### src/pic_pkg.sv
// Shared constants and types for the position input block.
package pic_pkg;
    localparam int unsigned CLK_MHZ        = 250;
    localparam int unsigned CLK_PERIOD_NS  = 4;
    localparam int unsigned CYC_PER_US     = CLK_MHZ;
    localparam logic [7:0]  CYC_PER_US_M1  = 8'(CYC_PER_US - 1);
    localparam logic [2:0]  NS_PER_CYC     = 3'(CLK_PERIOD_NS);

    // Word-aligned byte offsets on the register bus
    localparam logic [5:0] REG_CTRL     = 6'h00;
    localparam logic [5:0] REG_SCALE    = 6'h04;
    localparam logic [5:0] REG_TURNS    = 6'h08;
    localparam logic [5:0] REG_RES_OFS  = 6'h0C;
    localparam logic [5:0] REG_RES_PRE  = 6'h10;
    localparam logic [5:0] REG_WIRE     = 6'h14;
    localparam logic [5:0] REG_FAULT_T  = 6'h18;
    localparam logic [5:0] REG_LDT_OFS  = 6'h1C;
    localparam logic [5:0] REG_LDT_PRE  = 6'h20;
    localparam logic [5:0] REG_POS      = 6'h24;
    localparam logic [5:0] REG_STATUS   = 6'h28;

    // Control register fields
    localparam int CTL_PROG   = 0;
    localparam int CTL_WRAP   = 1;
    localparam int CTL_RPM    = 2;
    localparam int CTL_DIR    = 3;
    localparam int CTL_MM     = 4;
    localparam int CTL_KIND_L = 5;
    localparam int CTL_KIND_H = 6;
    localparam int CTL_CARD   = 7;
    localparam int CTL_SRC    = 8;
    localparam int CTL_W      = 9;
    // Direction defaults to 1, all else 0
    localparam logic [CTL_W-1:0] CTL_RESET = 9'h008;

    // Status register fields
    localparam int ST_FAULT  = 0;
    localparam int ST_REFUSE = 1;

    // Output kinds of the transducer
    localparam logic [1:0] KIND_ZERO  = 2'h0;
    localparam logic [1:0] KIND_ONE   = 2'h1;
    localparam logic [1:0] KIND_VP_EXT = 2'h2;
    localparam logic [1:0] KIND_VP_INT = 2'h3;

    // Reset values
    localparam logic [31:0] SCALE_RESET = 32'h0000_1000;
    localparam logic [31:0] TURNS_RESET = 32'h0000_0000;
    localparam logic [31:0] WIRE_RESET  = 32'h0007_A120;
    localparam logic [6:0]  FAULT_RESET = 7'h0A;

    // Accepted ranges; wire speed in 0.001 us/inch, offsets in 0.001 units
    localparam logic [31:0] WIRE_VP_MIN  = 32'h0007_A120;
    localparam logic [31:0] WIRE_VP_MAX  = 32'h0009_27C0;
    localparam logic [31:0] WIRE_GD_MIN  = 32'h0000_1F40;
    localparam logic [31:0] WIRE_GD_MAX  = 32'h0000_2710;
    localparam logic [31:0] FAULT_MAX    = 32'h0000_0063;
    localparam logic signed [31:0] OFS_MIN = 32'shFFFE_7961;
    localparam logic signed [31:0] OFS_MAX = 32'sh000F_423F;

    // Time to scaled position: inch gives 0.001 in, mm gives 0.01 mm
    localparam logic [11:0] UNIT_MUL_IN = 12'h3E8;
    localparam logic [11:0] UNIT_MUL_MM = 12'h9EC;

    localparam int MEAS_W = 20;
    localparam int DIV_NW = 40;
    localparam int DIV_DW = 20;
    localparam logic [MEAS_W-1:0] MEAS_MAX = 20'hFFFFF;

    localparam int unsigned INTERROG_US_DEF = 1000;

    typedef enum logic {
        PIC_IDLE = 1'b0,
        PIC_MEAS = 1'b1
    } pic_meas_t;
endpackage

### src/pic_divider.sv
// Serial restoring divider used to turn echo time into position.
`timescale 1ns/1ps
module pic_divider
    import pic_pkg::*;
(
    input  wire logic              clk,
    input  wire logic              rst,
    input  wire logic              start,
    input  wire logic [DIV_NW-1:0] dividend,
    input  wire logic [DIV_DW-1:0] divisor,
    output logic                   busy,
    output logic                   done,
    output logic [DIV_NW-1:0]      quotient
);
    logic [DIV_NW-1:0] quo_q;
    logic [DIV_DW:0]   rem_q;
    logic [5:0]        cnt_q;
    logic              busy_q;
    logic              done_q;
    wire  [DIV_DW:0]   shifted = {rem_q[DIV_DW-1:0], quo_q[DIV_NW-1]};
    wire  [DIV_DW:0]   diff    = shifted - {1'b0, divisor};
    wire               fits    = ~diff[DIV_DW];

    always_ff @(posedge clk or posedge rst) begin
        if (rst) begin
            quo_q  <= '0;
            rem_q  <= '0;
            cnt_q  <= '0;
            busy_q <= 1'b0;
            done_q <= 1'b0;
        end else begin
            done_q <= 1'b0;
            if (start && !busy_q) begin
                quo_q  <= dividend;
                rem_q  <= '0;
                cnt_q  <= 6'(DIV_NW);
                busy_q <= 1'b1;
            end else if (busy_q) begin
                quo_q  <= {quo_q[DIV_NW-2:0], fits};
                rem_q  <= fits ? diff : shifted;
                cnt_q  <= cnt_q - 6'h01;
                busy_q <= (cnt_q != 6'h01);
                done_q <= (cnt_q == 6'h01);
            end
        end
    end

    assign busy     = busy_q;
    assign done     = done_q;
    assign quotient = quo_q;
endmodule

### src/pic_top.sv
// Position input block: resolver counting and transducer timing to position.
//
// The implementer's own choices: the Wishbone register port and the register offsets.
`timescale 1ns/1ps
module pic_top
    import pic_pkg::*;
#(
    parameter int unsigned INTERROG_US = INTERROG_US_DEF
)(
    input  wire logic        clk,
    input  wire logic        rst,
    input  wire logic        wb_cyc_i,
    input  wire logic        wb_stb_i,
    input  wire logic        wb_we_i,
    input  wire logic [5:0]  wb_adr_i,
    input  wire logic [3:0]  wb_sel_i,
    input  wire logic [31:0] wb_dat_i,
    output logic [31:0]      wb_dat_o,
    output logic             wb_ack_o,
    input  wire logic        res_step,
    input  wire logic        res_up,
    input  wire logic        res_preset_in,
    input  wire logic        ldt_return,
    input  wire logic        ldt_preset_in,
    output logic             ldt_interrogate,
    output logic [31:0]      position,
    output logic             show_rpm,
    output logic             fault_flag
);
    localparam int unsigned INTERROG_CYC = INTERROG_US * CYC_PER_US;

    function automatic logic [31:0] sel_merge(input logic [31:0] old_v,
                                              input logic [31:0] new_v,
                                              input logic [3:0]  sel);
        logic [31:0] r;
        r = old_v;
        for (int i = 0; i < 4; i++) begin
            if (sel[i]) begin
                r[8*i +: 8] = new_v[8*i +: 8];
            end
        end
        return r;
    endfunction

    function automatic logic rise(input logic now_v, input logic prev_v);
        return now_v & ~prev_v;
    endfunction

    logic [CTL_W-1:0] ctl_q;
    logic [31:0]      scale_q;
    logic [31:0]      turns_q;
    logic [31:0]      res_ofs_q;
    logic [31:0]      res_pre_q;
    logic [31:0]      wire_q;
    logic [6:0]       fault_t_q;
    logic [31:0]      ldt_ofs_q;
    logic [31:0]      ldt_pre_q;
    logic [31:0]      res_cnt_q;
    logic [31:0]      ldt_scaled_q;
    logic [31:0]      pos_q;
    logic             fault_q;
    logic             refuse_q;
    logic             ack_q;
    logic [31:0]      rdat_q;
    logic             res_pre_prev_q;
    logic             ldt_pre_prev_q;
    logic             ret_prev_q;
    logic [31:0]      itg_cnt_q;
    pic_meas_t        meas_q;
    logic [MEAS_W-1:0] meas_cnt_q;
    logic [7:0]       presc_q;
    logic [6:0]       us_cnt_q;
    logic             div_start_q;
    logic [DIV_NW-1:0] div_num_q;
    logic             div_done;
    logic [DIV_NW-1:0] div_quo;
    logic [31:0]      rd_mux;

    // Bus decode
    wire        bus_req   = wb_cyc_i & wb_stb_i & ~ack_q;
    wire        bus_wr    = bus_req & wb_we_i;
    wire        prog_mode = ctl_q[CTL_PROG];
    wire [31:0] wval      = sel_merge(32'h0, wb_dat_i, wb_sel_i);
    wire        cfg_wr    = bus_wr & (wb_adr_i != REG_CTRL) & (wb_adr_i != REG_STATUS);
    wire        cfg_ok    = cfg_wr & prog_mode;

    wire [1:0]  kind      = ctl_q[CTL_KIND_H:CTL_KIND_L];
    wire        wire_in_range = ctl_q[CTL_CARD]
                            ? (wval >= WIRE_GD_MIN && wval <= WIRE_GD_MAX)
                            : (wval >= WIRE_VP_MIN && wval <= WIRE_VP_MAX);
    wire        fault_in_range = (wval <= FAULT_MAX);
    wire        ofs_in_range   = ($signed(wval) >= OFS_MIN) && ($signed(wval) <= OFS_MAX);

    wire        wr_ctl    = bus_wr & (wb_adr_i == REG_CTRL);
    wire        wr_scale  = cfg_ok & (wb_adr_i == REG_SCALE);
    wire        wr_turns  = cfg_ok & (wb_adr_i == REG_TURNS);
    wire        wr_res_ofs = cfg_ok & (wb_adr_i == REG_RES_OFS);
    wire        wr_res_pre = cfg_ok & (wb_adr_i == REG_RES_PRE);
    wire        wr_wire   = cfg_ok & (wb_adr_i == REG_WIRE) & wire_in_range;
    wire        wr_fault_t = cfg_ok & (wb_adr_i == REG_FAULT_T) & fault_in_range;
    wire        wr_ldt_ofs = cfg_ok & (wb_adr_i == REG_LDT_OFS) & ofs_in_range;
    wire        wr_ldt_pre = cfg_ok & (wb_adr_i == REG_LDT_PRE);
    wire        wr_status = bus_wr & (wb_adr_i == REG_STATUS);
    wire        bad_value = cfg_ok & (((wb_adr_i == REG_WIRE) & ~wire_in_range)
                          | ((wb_adr_i == REG_FAULT_T) & ~fault_in_range)
                          | ((wb_adr_i == REG_LDT_OFS) & ~ofs_in_range));
    wire        refuse_ev = (cfg_wr & ~prog_mode) | bad_value;

    // Control bits other than program mode change only in program mode
    wire [CTL_W-1:0] ctl_wval = prog_mode ? wval[CTL_W-1:0]
                              : {ctl_q[CTL_W-1:1], wval[CTL_PROG]};

    // Resolver counting
    wire        res_pre_edge = rise(res_preset_in, res_pre_prev_q);
    wire        wrap_on  = ctl_q[CTL_WRAP];
    wire        at_top   = (res_cnt_q == scale_q - 32'h1);
    wire        at_zero  = (res_cnt_q == 32'h0);
    wire [31:0] res_step_v = !res_up ? ((wrap_on && at_zero) ? scale_q - 32'h1
                                                             : res_cnt_q - 32'h1)
                           : ((wrap_on && at_top) ? 32'h0 : res_cnt_q + 32'h1);

    // Transducer timing and echo measurement
    wire        ldt_pre_edge = rise(ldt_preset_in, ldt_pre_prev_q);
    wire        ret_rise = rise(ldt_return, ret_prev_q);
    wire        ret_fall = ~ldt_return & ret_prev_q;
    wire        itg_fire = (itg_cnt_q == 32'h0);
    wire        vp_kind  = (kind == KIND_VP_EXT) | (kind == KIND_VP_INT);
    wire        drives_itg = (kind != KIND_VP_EXT);
    wire        meas_start = vp_kind ? ret_rise : itg_fire;
    wire        meas_end   = vp_kind ? ret_fall : ret_rise;
    wire        fault_hit  = (fault_t_q != 7'h0) && (us_cnt_q == fault_t_q);
    wire [11:0] unit_mul   = ctl_q[CTL_MM] ? UNIT_MUL_MM : UNIT_MUL_IN;
    wire [DIV_NW-1:0] echo_ns = DIV_NW'(meas_cnt_q) * DIV_NW'(NS_PER_CYC);
    wire [DIV_NW-1:0] num_v   = DIV_NW'(echo_ns * DIV_NW'(unit_mul));
    wire [31:0] ldt_dir_v = ctl_q[CTL_DIR] ? 32'h0 - ldt_scaled_q : ldt_scaled_q;
    wire [31:0] pos_d = ctl_q[CTL_SRC] ? ldt_dir_v + ldt_ofs_q
                                       : res_cnt_q + res_ofs_q;

    always_ff @(posedge clk or posedge rst) begin
        if (rst) begin
            ctl_q     <= CTL_RESET;
            scale_q   <= SCALE_RESET;
            turns_q   <= TURNS_RESET;
            res_pre_q <= '0;
            wire_q    <= WIRE_RESET;
            fault_t_q <= FAULT_RESET;
            ldt_pre_q <= '0;
        end else begin
            if (wr_ctl) ctl_q <= ctl_wval;
            if (wr_scale) scale_q <= wval;
            if (wr_turns) turns_q <= wval;
            if (wr_res_pre) res_pre_q <= wval;
            if (wr_wire) wire_q <= wval;
            if (wr_fault_t) fault_t_q <= wval[6:0];
            if (wr_ldt_pre) ldt_pre_q <= wval;
        end
    end

    // Resolver count and offsets; the resolver preset rewrites the count, the transducer preset rewrites the offset
    always_ff @(posedge clk or posedge rst) begin
        if (rst) begin
            res_cnt_q <= '0;
            res_ofs_q <= '0;
            ldt_ofs_q <= '0;
        end else begin
            if (res_pre_edge) begin
                res_cnt_q <= res_pre_q - res_ofs_q;
            end else if (res_step) begin
                res_cnt_q <= res_step_v;
            end
            if (wr_res_ofs) res_ofs_q <= wval - res_cnt_q;
            if (ldt_pre_edge) begin
                ldt_ofs_q <= ldt_pre_q - ldt_dir_v;
            end else if (wr_ldt_ofs) begin
                ldt_ofs_q <= wval - ldt_dir_v;
            end
        end
    end

    // Echo measurement: interval or pulse width by output kind
    always_ff @(posedge clk or posedge rst) begin
        if (rst) begin
            meas_q      <= PIC_IDLE;
            meas_cnt_q  <= '0;
            presc_q     <= '0;
            us_cnt_q    <= '0;
            itg_cnt_q   <= '0;
            div_start_q <= 1'b0;
            div_num_q   <= '0;
        end else begin
            div_start_q <= 1'b0;
            itg_cnt_q   <= itg_fire ? 32'(INTERROG_CYC - 1) : itg_cnt_q - 32'h1;
            unique case (meas_q)
                PIC_IDLE: begin
                    if (meas_start) begin
                        meas_q     <= PIC_MEAS;
                        meas_cnt_q <= '0;
                        presc_q    <= '0;
                        us_cnt_q   <= '0;
                    end
                end
                PIC_MEAS: begin
                    if (meas_end) begin
                        meas_q <= PIC_IDLE;
                        if (!fault_hit) begin
                            div_start_q <= 1'b1;
                            div_num_q   <= num_v;
                        end
                    end else begin
                        if (meas_cnt_q != MEAS_MAX) meas_cnt_q <= meas_cnt_q + 1'b1;
                        if (presc_q == CYC_PER_US_M1) begin
                            presc_q <= '0;
                            if (us_cnt_q != 7'h7F) us_cnt_q <= us_cnt_q + 7'h01;
                        end else begin
                            presc_q <= presc_q + 8'h01;
                        end
                    end
                end
            endcase
        end
    end

    // Status, edge history, position and bus answer
    always_ff @(posedge clk or posedge rst) begin
        if (rst) begin
            fault_q        <= 1'b0;
            refuse_q       <= 1'b0;
            res_pre_prev_q <= 1'b0;
            ldt_pre_prev_q <= 1'b0;
            ret_prev_q     <= 1'b0;
            ldt_scaled_q   <= '0;
            pos_q          <= '0;
            ack_q          <= 1'b0;
            rdat_q         <= '0;
        end else begin
            // A new event wins over a write-one clear in the same cycle
            fault_q  <= (meas_q == PIC_MEAS && meas_end && fault_hit)
                      | (fault_q & ~(wr_status & wval[ST_FAULT]));
            refuse_q <= refuse_ev | (refuse_q & ~(wr_status & wval[ST_REFUSE]));
            res_pre_prev_q <= res_preset_in;
            ldt_pre_prev_q <= ldt_preset_in;
            ret_prev_q     <= ldt_return;
            if (div_done) ldt_scaled_q <= div_quo[31:0];
            pos_q  <= pos_d;
            ack_q  <= bus_req;
            if (bus_req && !wb_we_i) rdat_q <= rd_mux;
        end
    end

    always_comb begin
        unique case (wb_adr_i)
            REG_CTRL:    rd_mux = 32'(ctl_q);
            REG_SCALE:   rd_mux = scale_q;
            REG_TURNS:   rd_mux = turns_q;
            REG_RES_OFS: rd_mux = res_ofs_q;
            REG_RES_PRE: rd_mux = res_pre_q;
            REG_WIRE:    rd_mux = wire_q;
            REG_FAULT_T: rd_mux = 32'(fault_t_q);
            REG_LDT_OFS: rd_mux = ldt_ofs_q;
            REG_LDT_PRE: rd_mux = ldt_pre_q;
            REG_POS:     rd_mux = pos_q;
            REG_STATUS:  rd_mux = {30'h0, refuse_q, fault_q};
            default:     rd_mux = 32'h0;
        endcase
    end

    // Divisor is wire speed; it stays within 20 bits across both ranges
    pic_divider u_div (
        .clk      (clk),
        .rst      (rst),
        .start    (div_start_q),
        .dividend (div_num_q),
        .divisor  (wire_q[DIV_DW-1:0]),
        .busy     (),
        .done     (div_done),
        .quotient (div_quo)
    );

    assign wb_ack_o        = ack_q;
    assign wb_dat_o        = rdat_q;
    assign position        = pos_q;
    assign show_rpm        = ctl_q[CTL_RPM];
    assign fault_flag      = fault_q;
    assign ldt_interrogate = drives_itg & itg_fire;
endmodule

### config.mk
export PLATFORM = sky130hd
export DESIGN_NAME = pic_top
export DESIGN_NICKNAME = d
export VERILOG_FILES = /design/src/pic_pkg.sv /design/src/pic_divider.sv /design/src/pic_top.sv
export SDC_FILE = /design/constraint.sdc
export NUM_CORES = 2
export LEC_CHECK = 0
export BUFFER_PORTS_ARGS = -buffer_cell sky130_fd_sc_hd__buf_4
export CORE_MARGIN = 3
export CORE_UTILIZATION = 64
export CTS_CLUSTER_SIZE = 16
export DETAILED_ROUTE_END_ITERATION = 8
export GPL_TIMING_DRIVEN = 0
export PLACE_DENSITY = 0.86
export SYNTH_ARGS = -nofsm -noshare
export SYNTH_HDL_FRONTEND = slang
export SYNTH_SLANG_ARGS = --single-unit
### constraint.sdc
create_clock -name clk -period 24.1 [get_ports clk]
set_input_delay 4.82 -clock clk [delete_from_list [all_inputs] [get_ports clk]]
set_output_delay 4.82 -clock clk [all_outputs]
set_load 0.03 [all_outputs]
==> run summary <==
CP startpoint kind - input pin
CTS Buf Count - 59
initial core utilization - 65.23%
Yosys cell types - 88
largest family of logic cells by synthesized area - compound AO/OA/AOI/OAI gates
max reg flops - 40
Multi-input gate area - 25570 sq um
Hold Path Cell Cnt - 2
initial antenna violation count - 0
WL/cell - 24.92 um
port bufs - 116
WP data required - 24.66 ns
leak pwr - 21.02 nW
Seq cells post-synth - 541
Hold WC Path Type - reg -> reg
Comb power frac - 61.3%
reg2reg setup slack - 17.61 ns
placed cell count - 5862
die area - 67970 sq um
pwr dens - 127.6 nW/um^2
synth top area cells - dfrtp_1, ha_1, o21ai_0
cts repair resizes - 0
register area share after synthesis - 32.64%
commonest non-fill, non-tap cell in the layout - nand2_1
Detail Placement HPWL - 117.5 mm
Max IR drop VDD - 281.3 uV
most used cell, CP - o21ai_0
XOR/XNOR share of the synthesized area - 6.798%
Reg-to-Reg End - div_num_q[33]
Slew headroom - 5.082%
Root Buffer - clkbuf_16
routed wire length - 148.9 mm
Synth top area share - 31.94%
Routed Antenna Nets - 0
cts hold-fix bufs - 0
proportion of layout cells with a drive suffix above 1 - 6.515%
Vias - 39460
Slew Limit Fails - 0
Sw Ratio - 46.33%
main flop type after synthesis - dfrtp_1
DRC viols - 0
initial drt markers - 5200
Internal - 3.141 mW
P&R area growth vs syn - 10.43%
max_cap viols - 0
post-CTS setup buffer count - 0
vias in the first global route - 38460
CP Capture Type - flip-flop
filler cell count - 4810
Max Clk Rate - 0.1073 GHz
DIE WIDTH - 260.7 um
Reg2Reg Depth - 19
Core Box Area - 63660 sq um
WP buf/inv - 3
# clock sinks - 541
Fin Setup TNS - 0 ns
Reg-to-Reg Start - ctl_q[4]
Crit-path slowest cell - o21ai_0
number of synthesized flops with an enable pin - 0
DP Area - 43670 sq um
Final Core Density - 72.04%
switching power - 2.711 mW
Die Ht - 260.7 um
largest net degree at the start of global routing - 127
Finished Cell Area - 45860 sq um
yosys warns - 0
FF/Latch Area - 13550 sq um
crit-path cells - buf_4 -> clkbuf_1 -> nand2_1 -> clkbuf_1 -> o21ai_0 -> ha_1 -> nor2b_1 -> o21a_1 -> o21ai_0 -> a21oi_1 -> o21ai_0 -> o21a_1 -> o21bai_1 -> a221oi_1 -> o2111ai_1 -> o211ai_1
I/O Pins - 120
CTS tree - built
Mapped Cells - 4879
GP Congestion - 1.053
most frequent cells in the layout - nand2_1, dfrtp_1, o21ai_0, inv_1, nor2_1
final-report hold violation count - 0
kind of critical path - in -> reg
DR vias/cell - 6.604
Period minus WS final - 9.316 ns
mux cell area share after synthesis - 3.797%
Layout Cells excl Fill - 5975
unrepaired setup endpoints after global routing - false
Pre-antenna DRT Iters - 9
clock latency on the worst-skew pair - 0.66 ns
Worst EP arrival - 9.88 ns
Clock Skews - 0.02493 ns
area share of and/or/nand/nor cells after synthesis - 16.90%
largest area contributor in the synthesized netlist - dfrtp_1
Netlist Area Pre-Place - 41520 sq um
Synth Area in Compound Gates - 19.55%
Async S/R FF share, synth - 100.0%
GRT Total Usage - 43.55%
adder-cell share of the synthesized area - 14.34%
row count - 92
delay-heaviest family, CP - compound AO/OA/AOI/OAI gates
Worst-path clk slew - 0.06 ns
Worst-Margin Slew - 1.411 ns
Min-Delay Endpoint - wire_q[15]
Final setup viols - 0
syn avg cell area - 8.511 sq um
CP max stage delay - 0.77 ns
H-tree depth - 2
hold path startpoint - wire_q[15]
global-route wire length before repair - 224.3 mm
fraction of the cycle the final worst path needs - 38.66%
clock power share - 17.5%
worst-path fanout max - 10
total grt overflow - 0
Total Power - 5.852 mW
Reg power frac - 21.2%
Nets - 5538
clk buf depth - 3
status - finished clean
[power by group through the flow]
stage	Clock (mW)	Combinational [mW]	Sequential [mW]
2_1_floorplan	0	2.67	1.21
3_3_place_gp	0	3.40	1.23
3_5_place_dp	0	3.51	1.24
4_1_cts	1.02	3.56	1.23
5_1_grt	1.05	4.03	1.25
6_report	1.03	3.59	1.24
[metrics by stage]
step	hold slack, ns	setup slack [ns]
2_1_floorplan	0.4454	4.176
3_3_place_gp	0.4593	-1.620
3_5_place_dp	0.4710	14.60
4_1_cts	0.4826	15.03
5_1_grt	0.5019	14.67
6_report	0.4826	14.78
[cells in the mapped netlist, drive strengths merged, types with 11 or more instances]
cell and n:
a21o 81, o21ai 490, o21a 27, a31oi 71, xor2 105, mux2i 117, nor4 41, clkbuf 198
buf 34, nand4 34, o21bai 26, a211oi 44, xnor2 207, o211ai 18, o22ai 35, inv 412
nor2b 40, or3 55, a22o 16, nand3 101, nand2b 34, o31a 14, dfstp 11, nor2 340
o31ai 48, ha 299, or2 20, dfrtp 530, or4 27, nand2 585, and2 40, a222oi 27
a21oi 271, mux2 36, nor3 114, a221oi 19, o41ai 14, fa 110, and3 33
[tightest hold or removal path, stage by stage, from the launching register on]
cell and delay, ns:
dfstp_2 0.37, nand2_1 0.04, o21ai_0 0.06
[final cells by class]
type / count / share of cell area [%]
Multi-Input combinational cell: 3708 / 55.76
Sequential cell: 541 / 29.55
Clock buffer: 76 / 3.692
Inverter: 413 / 3.397
Tap cell: 846 / 2.308
Timing Repair Buffer: 122 / 2.224
Buffer: 232 / 2.019
Clock inverter: 35 / 1.040
Antenna cell: 2 / 0.01091
[routing by layer]
layer	global-route usage, %	up-vias	routed length, um
met5	0	-	0
met4	30.78	0	12390
met1	53.14	18840	53270
met2	68.94	2519	66890
met3	9.170	561	16360
li1	-	17530	-
[worst max-delay path by stage]
stage | cells past startpoint | endpoint | slack [ns] | startpoint
global route | 16 | ldt_ofs_q[27] | 14.67 | wb_sel_i[0]
finish | 16 | ldt_ofs_q[27] | 14.78 | wb_sel_i[0]
floorplan | 1 | ctl_q[0] | 4.18 | rst
detailed placement | 15 | res_ofs_q[30] | 14.60 | wb_sel_i[0]
global placement | 2 | ldt_pre_q[30] | -1.62 | rst
CTS | 16 | ldt_ofs_q[27] | 15.03 | wb_sel_i[0]
[kinds of logic after synthesis]
| group | Yosys count |
|---|---|
| XOR/XNOR | 316 |
| adder cells (fa/ha/maj) | 410 |
| buffers and inverters | 645 |
| flip-flops | 541 |
| AO/OA/AOI/OAI | 1310 |
| AND/OR/NAND/NOR | 1502 |
| other | 2 |
| multiplexers | 153 |
No activity file was read; power rests on OpenSTA's default activity.
